`src/logic/adcct_params.svh`:
```
`ifndef ADCCT_PARAMS_SVH
`define ADCCT_PARAMS_SVH

// Result format
`define ADCCT_RES_W 10
`define ADCCT_RES_MAX 10'h3FF
`define ADCCT_RES_MIN 10'h000

// Control register upper-nibble field positions
`define ADCCT_CTRL_W 16
`define ADCCT_CTC_HI 15
`define ADCCT_CTC_LO 14
`define ADCCT_STC_HI 13
`define ADCCT_STC_LO 12

// Conversion-time selector codes
`define ADCCT_CTC_BASE 2'h0
`define ADCCT_CTC_UNDEF 2'h1
`define ADCCT_CTC_SLOW 2'h2
`define ADCCT_CTC_MID 2'h3

// Half CPU periods per core_clk cycle
`define ADCCT_UNITS_PER_CLK 12'h002

// Phase lengths in half-CPU-period units
`define ADCCT_SMP_00 {12'h640, 12'h320, 12'h230, 12'h1E0}
`define ADCCT_SMP_11 {12'h320, 12'h190, 12'h118, 12'h0F0}
`define ADCCT_SMP_C0 {12'h190, 12'h0C8, 12'h08C, 12'h078}
`define ADCCT_CMP_00 {12'h460, 12'h460, 12'h460, 12'h3C0}
`define ADCCT_CMP_11 {12'h230, 12'h230, 12'h230, 12'h1E0}
`define ADCCT_CMP_C0 {12'h118, 12'h118, 12'h118, 12'h0F0}
`define ADCCT_EXT_00 {12'h0A4, 12'h0C4, 12'h034, 12'h064}
`define ADCCT_EXT_11 {12'h034, 12'h064, 12'h01C, 12'h034}
`define ADCCT_EXT_C0 {12'h02C, 12'h034, 12'h010, 12'h01C}

`endif

```
`src/logic/adcct_pkg.sv`:
```
package adcct_pkg;

    // Sequencer states, one-hot
    typedef enum logic [3:0] {
        ADCCT_IDLE = 4'h1,
        ADCCT_SAMPLE = 4'h2,
        ADCCT_COMPARE = 4'h4,
        ADCCT_EXTRA = 4'h8
    } adcct_state_type;

    // Phase lengths for one selector setting, in units
    typedef struct packed {
        logic [11:0] sample_len;
        logic [11:0] compare_len;
        logic [11:0] extra_len;
    } adcct_timing_type;

    // Conversion result with strobe
    typedef struct packed {
        logic valid;
        logic [9:0] code;
    } adcct_result_type;

endpackage : adcct_pkg

```
`src/logic/adcct_timing_lut.sv`:
```
`timescale 1ns/1ps
`include "adcct_params.svh"

module adcct_timing_lut
    import adcct_pkg::*;
(
    input wire logic [1:0] conv_time_select, // Conversion-time selector
    input wire logic [1:0] sample_time_select, // Sample-time selector
    output adcct_timing_type timing // Phase lengths in units
);

    localparam logic [47:0] SMP_BASE = `ADCCT_SMP_C0;
    localparam logic [47:0] SMP_MID = `ADCCT_SMP_11;
    localparam logic [47:0] SMP_SLOW = `ADCCT_SMP_00;
    localparam logic [47:0] CMP_BASE = `ADCCT_CMP_C0;
    localparam logic [47:0] CMP_MID = `ADCCT_CMP_11;
    localparam logic [47:0] CMP_SLOW = `ADCCT_CMP_00;
    localparam logic [47:0] EXT_BASE = `ADCCT_EXT_C0;
    localparam logic [47:0] EXT_MID = `ADCCT_EXT_11;
    localparam logic [47:0] EXT_SLOW = `ADCCT_EXT_00;

    // ------------------------------------------------------------
    // Table lookup
    // ------------------------------------------------------------
    // Undefined selector code falls back to the base row
    always_comb begin
        unique case (conv_time_select)
            `ADCCT_CTC_MID: begin
                timing.sample_len = SMP_MID[sample_time_select*12 +: 12];
                timing.compare_len = CMP_MID[sample_time_select*12 +: 12];
                timing.extra_len = EXT_MID[sample_time_select*12 +: 12];
            end
            `ADCCT_CTC_SLOW: begin
                timing.sample_len = SMP_SLOW[sample_time_select*12 +: 12];
                timing.compare_len = CMP_SLOW[sample_time_select*12 +: 12];
                timing.extra_len = EXT_SLOW[sample_time_select*12 +: 12];
            end
            `ADCCT_CTC_BASE, `ADCCT_CTC_UNDEF: begin
                timing.sample_len = SMP_BASE[sample_time_select*12 +: 12];
                timing.compare_len = CMP_BASE[sample_time_select*12 +: 12];
                timing.extra_len = EXT_BASE[sample_time_select*12 +: 12];
            end
        endcase
    end

endmodule : adcct_timing_lut

```
`src/logic/adcct_seq.sv`:
```
`timescale 1ns/1ps
`include "adcct_params.svh"

module adcct_seq
    import adcct_pkg::*;
#(
    parameter int RES_W = `ADCCT_RES_W // Result width
) (
    input wire logic core_clk, // CPU clock
    input wire logic srst, // Synchronous reset, active high
    input wire logic [15:0] converter_control_register, // Control register value
    input wire logic start, // Conversion start pulse
    input wire logic comp_above, // Comparator: input above trial level (pin)
    input wire logic in_below_gnd, // Input below analog ground (pin)
    input wire logic in_above_ref, // Input above reference (pin)
    output logic busy, // Conversion in progress
    output logic sampling, // Sample switch closed
    output logic [RES_W-1:0] trial_code, // Trial code to DAC
    output adcct_result_type result // Result register and done strobe
);

    // ------------------------------------------------------------
    // State
    // ------------------------------------------------------------
    // Whole sequencer state in one struct
    typedef struct packed {
        adcct_state_type st; // Current phase
        logic [11:0] units; // Units elapsed in phase or step
        logic [3:0] bit_idx; // Bit under trial, MSB first
        logic [11:0] step_len; // Units per comparison step
        logic [RES_W-1:0] sar; // Successive-approximation register
        logic [RES_W-1:0] res; // Result register
        logic done; // One-cycle result strobe
        logic [2:0] cmp_s1; // First synchroniser stage
        logic [2:0] cmp_s2; // Second synchroniser stage
        adcct_timing_type tm; // Phase lengths latched at start
    } adcct_regs_type;

    // Registered state and its next value
    adcct_regs_type cur_ff; // Registered state
    adcct_regs_type nxt_cur; // Next state from the decode below

    // Selector fields and the table row they pick
    adcct_timing_type lut_timing; // Table row for present selectors
    logic [1:0] conv_time_select; // Conversion-time selector field
    logic [1:0] sample_time_select; // Sample-time selector field

    // Analog-side flags after synchronisation
    logic comp_sync; // Comparator after two flops
    logic low_sync; // Below-ground flag after two flops
    logic high_sync; // Above-reference flag after two flops

    // Phase timer helpers
    logic [11:0] units_next; // Timer plus one clock worth of units
    logic [11:0] step_total; // Units used by all whole steps
    logic [11:0] extra_limit; // Extra interval plus step remainder
    logic sample_end; // Last cycle of the sample phase
    logic step_end; // Last cycle of a comparison step
    logic extra_end; // Last cycle of the extra interval
    logic last_bit; // Step that decides the LSB
    logic [RES_W-1:0] final_code; // Code bound for the result register

    // ------------------------------------------------------------
    // Selector fields
    // ------------------------------------------------------------
    // Selector fields from the control register upper nibble
    assign conv_time_select = converter_control_register[`ADCCT_CTC_HI:`ADCCT_CTC_LO];
    assign sample_time_select = converter_control_register[`ADCCT_STC_HI:`ADCCT_STC_LO];

    // Phase lengths for the selected setting
    adcct_timing_lut u_lut (
        .conv_time_select(conv_time_select),
        .sample_time_select(sample_time_select),
        .timing(lut_timing)
    );

    // ------------------------------------------------------------
    // Synchronised analog-side flags
    // ------------------------------------------------------------
    // Only the second stage is read; the first may be metastable
    assign comp_sync = cur_ff.cmp_s2[0];
    assign low_sync = cur_ff.cmp_s2[1];
    assign high_sync = cur_ff.cmp_s2[2];

    // ------------------------------------------------------------
    // Phase timer
    // ------------------------------------------------------------
    // Each core_clk cycle spans two half CPU periods
    assign units_next = cur_ff.units + `ADCCT_UNITS_PER_CLK;
    // Whole steps may fall short of the table length
    assign step_total = 12'(cur_ff.step_len * 12'(RES_W));
    // Remainder joins the extra interval so the total stays exact
    assign extra_limit = cur_ff.tm.extra_len + (cur_ff.tm.compare_len - step_total);
    // Phase ends compare against the latched lengths
    assign sample_end = (units_next >= cur_ff.tm.sample_len);
    assign step_end = (units_next >= cur_ff.step_len);
    assign extra_end = (units_next >= extra_limit);
    assign last_bit = (cur_ff.bit_idx == 4'h0);

    // ------------------------------------------------------------
    // Result selection
    // ------------------------------------------------------------
    // Out-of-range flags override the search, above reference first
    assign final_code = high_sync ? `ADCCT_RES_MAX
        : (low_sync ? `ADCCT_RES_MIN : cur_ff.sar);

    // ------------------------------------------------------------
    // Next state
    // ------------------------------------------------------------
    // Phase sequencing: sample, ten steps, extra, then result
    always_comb begin
        nxt_cur = cur_ff;
        nxt_cur.done = 1'b0;
        // Two-flop synchronisers for analog-side inputs
        nxt_cur.cmp_s1 = {in_above_ref, in_below_gnd, comp_above};
        nxt_cur.cmp_s2 = cur_ff.cmp_s1;
        unique case (cur_ff.st)
            ADCCT_IDLE: begin
                // Start is taken only here; while busy it is ignored
                if (start) begin
                    nxt_cur.tm = lut_timing;
                    nxt_cur.step_len = 12'(lut_timing.compare_len / 12'(RES_W));
                    nxt_cur.units = 12'h000;
                    nxt_cur.st = ADCCT_SAMPLE;
                end
            end
            ADCCT_SAMPLE: begin
                // Sample switch closed while the timer runs
                nxt_cur.units = units_next;
                if (sample_end) begin
                    nxt_cur.units = 12'h000;
                    nxt_cur.bit_idx = 4'(RES_W - 1);
                    nxt_cur.sar = {1'b1, {(RES_W-1){1'b0}}};
                    nxt_cur.st = ADCCT_COMPARE;
                end
            end
            ADCCT_COMPARE: begin
                // One successive-approximation step per result bit
                nxt_cur.units = units_next;
                if (step_end) begin
                    nxt_cur.units = 12'h000;
                    // Trial bit dropped when input is below trial level
                    if (!comp_sync) begin
                        nxt_cur.sar[cur_ff.bit_idx] = 1'b0;
                    end
                    if (last_bit) begin
                        nxt_cur.st = ADCCT_EXTRA;
                    end else begin
                        nxt_cur.bit_idx = cur_ff.bit_idx - 4'h1;
                        nxt_cur.sar[cur_ff.bit_idx - 4'h1] = 1'b1;
                    end
                end
            end
            ADCCT_EXTRA: begin
                // Transfer interval, then load the result register
                nxt_cur.units = units_next;
                if (extra_end) begin
                    nxt_cur.units = 12'h000;
                    nxt_cur.res = final_code;
                    nxt_cur.done = 1'b1;
                    nxt_cur.st = ADCCT_IDLE;
                end
            end
            default: begin
                // Illegal code recovers to idle
                nxt_cur.st = ADCCT_IDLE;
            end
        endcase
    end

    // ------------------------------------------------------------
    // State register
    // ------------------------------------------------------------
    // Synchronous reset returns every field to a constant
    always_ff @(posedge core_clk) begin
        if (srst) begin
            cur_ff.st <= ADCCT_IDLE;
            cur_ff.units <= 12'h000;
            cur_ff.bit_idx <= 4'h0;
            cur_ff.step_len <= 12'h000;
            cur_ff.sar <= '0;
            cur_ff.res <= '0;
            cur_ff.done <= 1'b0;
            cur_ff.cmp_s1 <= 3'h0;
            cur_ff.cmp_s2 <= 3'h0;
            cur_ff.tm <= '0;
        end else begin
            cur_ff <= nxt_cur;
        end
    end

    // ------------------------------------------------------------
    // Outputs
    // ------------------------------------------------------------
    // Status decoded from the registered phase
    assign busy = (cur_ff.st != ADCCT_IDLE);
    assign sampling = (cur_ff.st == ADCCT_SAMPLE);
    // Trial code and result straight from flip-flops
    assign trial_code = cur_ff.sar;
    assign result.valid = cur_ff.done;
    assign result.code = cur_ff.res;

endmodule : adcct_seq

```
`config.mk`:
```
export PLATFORM = sky130hd
export DESIGN_NAME = adcct_seq
export DESIGN_NICKNAME = d
export VERILOG_FILES = /design/src/logic/adcct_pkg.sv /design/src/logic/adcct_timing_lut.sv /design/src/logic/adcct_seq.sv
export VERILOG_INCLUDE_DIRS = /design/src /design/src/logic
export SDC_FILE = /design/constraint.sdc
export NUM_CORES = 1
export LEC_CHECK = 0
export BUFFER_PORTS_ARGS = -buffer_cell sky130_fd_sc_hd__buf_2
export CORE_MARGIN = 2
export CORE_UTILIZATION = 40
export CTS_CLUSTER_SIZE = 30
export DETAILED_ROUTE_END_ITERATION = 6
export SLEW_MARGIN = 20
export SYNTH_ARGS = -nofsm -noshare
export SYNTH_HDL_FRONTEND = slang
export SYNTH_SLANG_ARGS = --single-unit
```
`constraint.sdc`:
```
create_clock -name core_clk -period 8.5 [get_ports core_clk]
set_clock_uncertainty 0.2 [all_clocks]
set_input_delay 0.425 -clock core_clk [delete_from_list [all_inputs] [get_ports core_clk]]
set_output_delay 0.425 -clock core_clk [all_outputs]
set_load 0.03 [all_outputs]
```
# Word level (Yosys, flattened, before mapping)
# Index checks and enable logic that the tools add are counted.
dict set report totals {
  elab_cells 91
  input_bits 22
  regBits 95
  out_inout_bits 23
}
dict set report op_classes {
  bitwise 4
  muxes 24
  n_mul 2
  add_sub_neg 4
  shift 9
  eq_ne 14
  reduce_logical 14
  div_mod_pow 1
  order_cmp 7
}
# operator count
set op_table {}
lappend op_table {{$shiftx 48x7->12 const A} 9}
lappend op_table {{$pmux 36 s3} 1}
lappend op_table {{$mux 10} 8}
lappend op_table {{$pmux 12 s4} 1}
lappend op_table {{$mux 20} 2}
lappend op_table {{$ge 12x12->1} 3}
lappend op_table {{$mux 16} 2}
lappend op_table {{$pmux 10 s2} 1}
lappend op_table {{$pmux 4 s4} 1}
lappend op_table {{$add 12x12->12} 1}
lappend op_table {{$add 12x2->12 const B} 1}
lappend op_table {{$div 12x4->12 const B} 1}
lappend op_table {{$mul 12x3->11 const B} 1}
lappend op_table {{$sub 12x12->12} 1}
lappend op_table {{$and 10x10->10} 1}
lappend op_table {{$lt 4x5->1 const B} 2}
lappend op_table {{$ne 2x2->1 const B} 5}
lappend op_table {{$not 10->10} 1}
lappend op_table {{$or 10x10->10} 1}
lappend op_table {{$demux 1 s4} 2}
lappend op_table {{$ge 4x1->1 const B} 2}
lappend op_table {{$mux 4} 2}
lappend op_table {{$pmux 4 s2} 1}
lappend op_table {{$reduce_and 2->1} 3}
lappend op_table {{other kinds (21)} 26}

# Longest topological paths before layout
dict set report logic_depth {
  ltp_word 13
  depth_mapped 24
}

# Modules after synthesis
# Synthesis repeated with hierarchy kept, for this count alone.
dict set report unflattened {
  hier_cells 927
  area_unflattened_um2 7023.0
}
# module area_per_inst_um2 n_inst cells_per_inst
set modules_own_cells {}
lappend modules_own_cells {adcct_seq 6626.4 1 859}
lappend modules_own_cells {adcct_timing_lut 396.6 1 68}

# Worst setup path before layout
# No wires, ideal clock.
dict set report synth_timing {
  kind {flip-flop to flip-flop}
  from {register cur_ff[64] (netlist name)}
  to {register cur_ff[82] (netlist name)}
  arrival_ns 4.303
  stages_incl_launch_ff 20
  setup_slack_ns 3.927
  t_required_ns 8.230
  period_less_slack_ns 4.573
  path_cell_list {dfxtp_1 ha_1 ha_1 inv_1 fa_1 xor2_1 fa_1 ha_1 nand2_1 o21ai_1 o41ai_1 o21ai_0 xnor2_1 ha_1 nand3_1 o22ai_1 a2111oi_2 nand3b_1 o21ai_1 a21oi_1}
}
dict set report synth_via {
  elab_chain_cells 6
  elab_cells_between_ends 8
  classes_between {2 x add/sub; 1 x mul; 2 x order compare; 3 x mux}
}
# item line_no
set synth_rtl {}
lappend synth_rtl {{start, declared} adcct_seq.sv:40} ;# adcct_regs_type cur_ff;
lappend synth_rtl {{start signal, assigned} adcct_seq.sv:188} ;# cur_ff <= nxt_cur;
lappend synth_rtl {{$mul 12x3->11} adcct_seq.sv:91} ;# assign step_total = 12'(cur_ff.step_len * 12'(RES_W));
lappend synth_rtl {{$sub 12x12->12} adcct_seq.sv:93} ;# assign extra_limit = cur_ff.tm.extra_len + (cur_ff.tm.compare_len - step_total);
lappend synth_rtl {{$add 12x12->12} adcct_seq.sv:93}
lappend synth_rtl {{$ge 12x12->1} adcct_seq.sv:97} ;# assign extra_end = (units_next >= extra_limit);
lappend synth_rtl {{$mux 16} adcct_seq.sv:157} ;# if (extra_end) begin
lappend synth_rtl {{$pmux 12 s4 *} adcct_seq.sv:117} ;# unique case (cur_ff.st)
# Mark *: on every way between the ends. The rest lies on a longest branch, timed or not. The select of a mux whose other input is x is not followed.
# A chain may end at the register's enable or synchronous reset.

# Worst setup path after layout
dict set report layout_timing {
  from {register cur_ff[67] (netlist name)}
  to {register cur_ff[82] (netlist name)}
}
# The elaborated chain is that of the path after synthesis.

==> impl_results.md <==
- Grt total ovfl: 0
- Synth Area in Compound Gates: 0.2183
- Min Hold Slack: 105.2 ps
- CTS tree: done
- Drt first pass iters: 5
- R2r setup slk: 3200 ps
- Footprint of the multi-input gates: 3323 um2
- Dpl hpwl: 9242 um
- DR WL/cell: 15.07 um
- Slowest cell on the critical path: a2111oi_2
- Largest net degree at the start of global routing: 72
- XOR/XNOR Fraction of Synth Area: 0.03631
- Worst slew margin: 0.4201
- Cell Rows: 41
- Design area: 5699 um2
- Cell taking the most area after synthesis: dfxtp_1
- Diodes inserted: 0
- Power Total: 1.010 mW
- Critical Path Sink Type: register
- DIE HEIGHT: 118.8 um
- Hold EP: cur_ff[40]
- RSZ-0062 raised after global routing: no
- Mux contribution to synthesized area: 0.006645
- Async S/R FF share, synth: 0
- Nets@finish: 734
- Synthesized area: 5273 um2
- Final worst-path cycle share: 0.6230
- Yosys cell types: 62
- Post-Syn Instances: 651
- Worst reg2reg path depth: 17
- Placed Instance Area: 5394 um2
- # setup viols final: 0
- Hold path depth: 2
- Ys flop type: dfxtp_1
- Worst-Margin Slew: 858.6 ps
- Post-detailed-route count of antenna-violating nets: 0
- Max Fclk: 188.8 MHz
- Most frequent cells in the layout: a21oi_1 (77), dfxtp_1 (77), nor2_1 (62)
- Min Tclk post-route: 5295 ps
- Layout cell share with drive strength beyond 1: 0.1014
- RD Place Congestion: 0.8000
- Main combinational cell family by area after synthesis: compound AO/OA/AOI/OAI gates
- Worst skew pair latency: 330 ps
- Worst r2r src: cur_ff[67]
- MaxCap Viol Count: 0
- Cell chain of the critical path: ha_1, ha_1, a21o_1, a21oi_1, xor2_1, fa_1, ha_1, o41ai_1, o21ai_0, xnor2_1, ha_1, nand3_1, o22ai_1, a2111oi_2, nand3b_1, o21ai_1, a21oi_1
- Startpoint types: register
- Syn-to-layout area delta: 8.092%
- Hold Path Class: in2reg
- Area of the die: 14120 um2
- Worst path arrival time: 5350 ps
- P_leak: 2.351 nW
- Power density cells: 177.2 nW/um2
- Max-slew violation count: 0
- H-tree depth: 3
- Die span in x: 118.8 um
- Synth area leaders: dfxtp_1 (29%), ha_1 (14%), a21oi_1 (7.3%)
- WL final: 12400 um
- DRT iter0 DRCs: 344
- Max stage delay on crit path: 560 ps
- Global-route wire length before repair: 20530 um
- CTS Hold Bufs: 0
- Core Region: 12720 um2
- Post-Synth Simple-Gate Area: 0.2003
- Port bufs: 32
- Worst-path clk slew: 60 ps
- Final hold vios: 0
- Clock sinks: 77
- CTS Buffer Depth: 2
- Status: finished, final reports clean
- Most common cell on crit path: ha_1
- Register area: 1541 um2
- Fillers: 1330
- Setup TNS: 0 ps
- Routed vias: 4501
- Reg-to-Reg End: cur_ff[82]
- Total CTS buffers: 9
- Vias in the first global route: 4317
- Worst Setup SP: cur_ff[67]
- Crit path required time: 8560 ps
- Synth Register Bits: 77
- Adder-Cell Fraction of Synth Area: 0.1652
- Crit Path Class: reg2reg
- Post-synth EDFFs: 0
- Via/cell ratio: 5.469
- YS warnings: 0
- Initial core utilization: 0.4144
- Post-place setup slack: 3182 ps
- Post-synthesis average cell area: 8.099 um2
- CTS resizes: 0
- Post-synthesis sequential area ratio: 0.2924
- Clock root buffer master: clkbuf_16
- Post-CTS Setup Inserts: 0
- GR Util All Layers: 0.1803
- Antenna violations before repair: 0
- I/O pins: 45
- Peak supply drop: 0.1056 mV
- Crit-path max FO: 9
- Drc violations: 0
- Share of the synthesized area in the top cell type: 0.2924
- Min-Delay Startpoint: in_below_gnd
- Final WS setup: 3205 ps
## logic make-up after synthesis
family,Yosys count
xor+xnor,21
simple gates,209
mux,3
compound gates,184
flops,77
fa+ha+maj,66
other cells,1
buf+inv,90
## routing by layer
layer  track usage  wire, um  vias to the layer above
met5             0         0                        -
met4       0.06622       203                        0
met3       0.03831       395                       15
met2        0.3107      6038                       86
met1        0.2206      5768                     2107
li1              -         -                     2293
## Yosys cell counts, types with 6 or more instances
library cell	count
dfxtp_1	77
or3_1	7
nand2_1	38
xnor2_1	8
nor2_1	62
xor2_1	12
or2_2	7
o21a_1	8
a22oi_1	9
a21o_1	8
a31oi_1	7
nand3_1	16
nand3b_1	7
ha_1	60
a21oi_1	77
buf_4	21
o21ai_1	16
inv_1	37
o21ai_0	15
clkbuf_1	25
nor2b_1	16
a211oi_1	15
nand2b_1	12
nor3_1	18
fa_1	6
## worst max-delay path, delay by kind of cell (launching register included)
kind / cells / cell delay, ps
AO/OA/AOI/OAI: 8 / 2060
AND/OR/NAND/NOR: 2 / 550
adder cells (fa/ha/maj): 5 / 1630
XOR/XNOR: 2 / 350
flip-flops: 1 / 430
## sequential cells by signal, summed over array words and instances, names as in the netlist
register,count
comp_sync,1
cur_ff,55
result,11
trial_code,10
## through the flow
stage                     utilization  std cells
after CTS                      0.4471        823
after global routing           0.4480        823
after global placement         0.4240        807
after floorplan                     -        652
final                          0.4480        823
after detailed placement       0.4240        807
## worst max path at each step
stage | cells past startpoint | slack, ps | end
global route | 19 | 2750 | cur_ff[80]
finish | 17 | 3200 | cur_ff[82]
detailed placement | 17 | 3180 | cur_ff[85]
CTS | 17 | 3170 | cur_ff[85]
global placement | 19 | 3300 | cur_ff[82]
floorplan | 19 | 3930 | cur_ff[82]
## where the power goes
| group | switching [mW] | total [mW] | internal, mW | leakage [nW] |
|---|---|---|---|---|
| logic | 0.142 | 0.245 | 0.103 | 1.58 |
| clock network | 0.146 | 0.380 | 0.234 | 0.143 |
| registers | 0.0115 | 0.385 | 0.374 | 0.627 |
| total | 0.299 | 1.01 | 0.711 | 2.35 |
## cell type report
class / count / area share
clock buffer: 12 / 0.04325
sequential: 77 / 0.2705
inverter: 38 / 0.02503
clock inverter: 4 / 0.008342
multi-input combinational: 485 / 0.5831
tap: 172 / 0.03776
timing repair buffer: 35 / 0.03205
(Power assumes the default switching activity.)
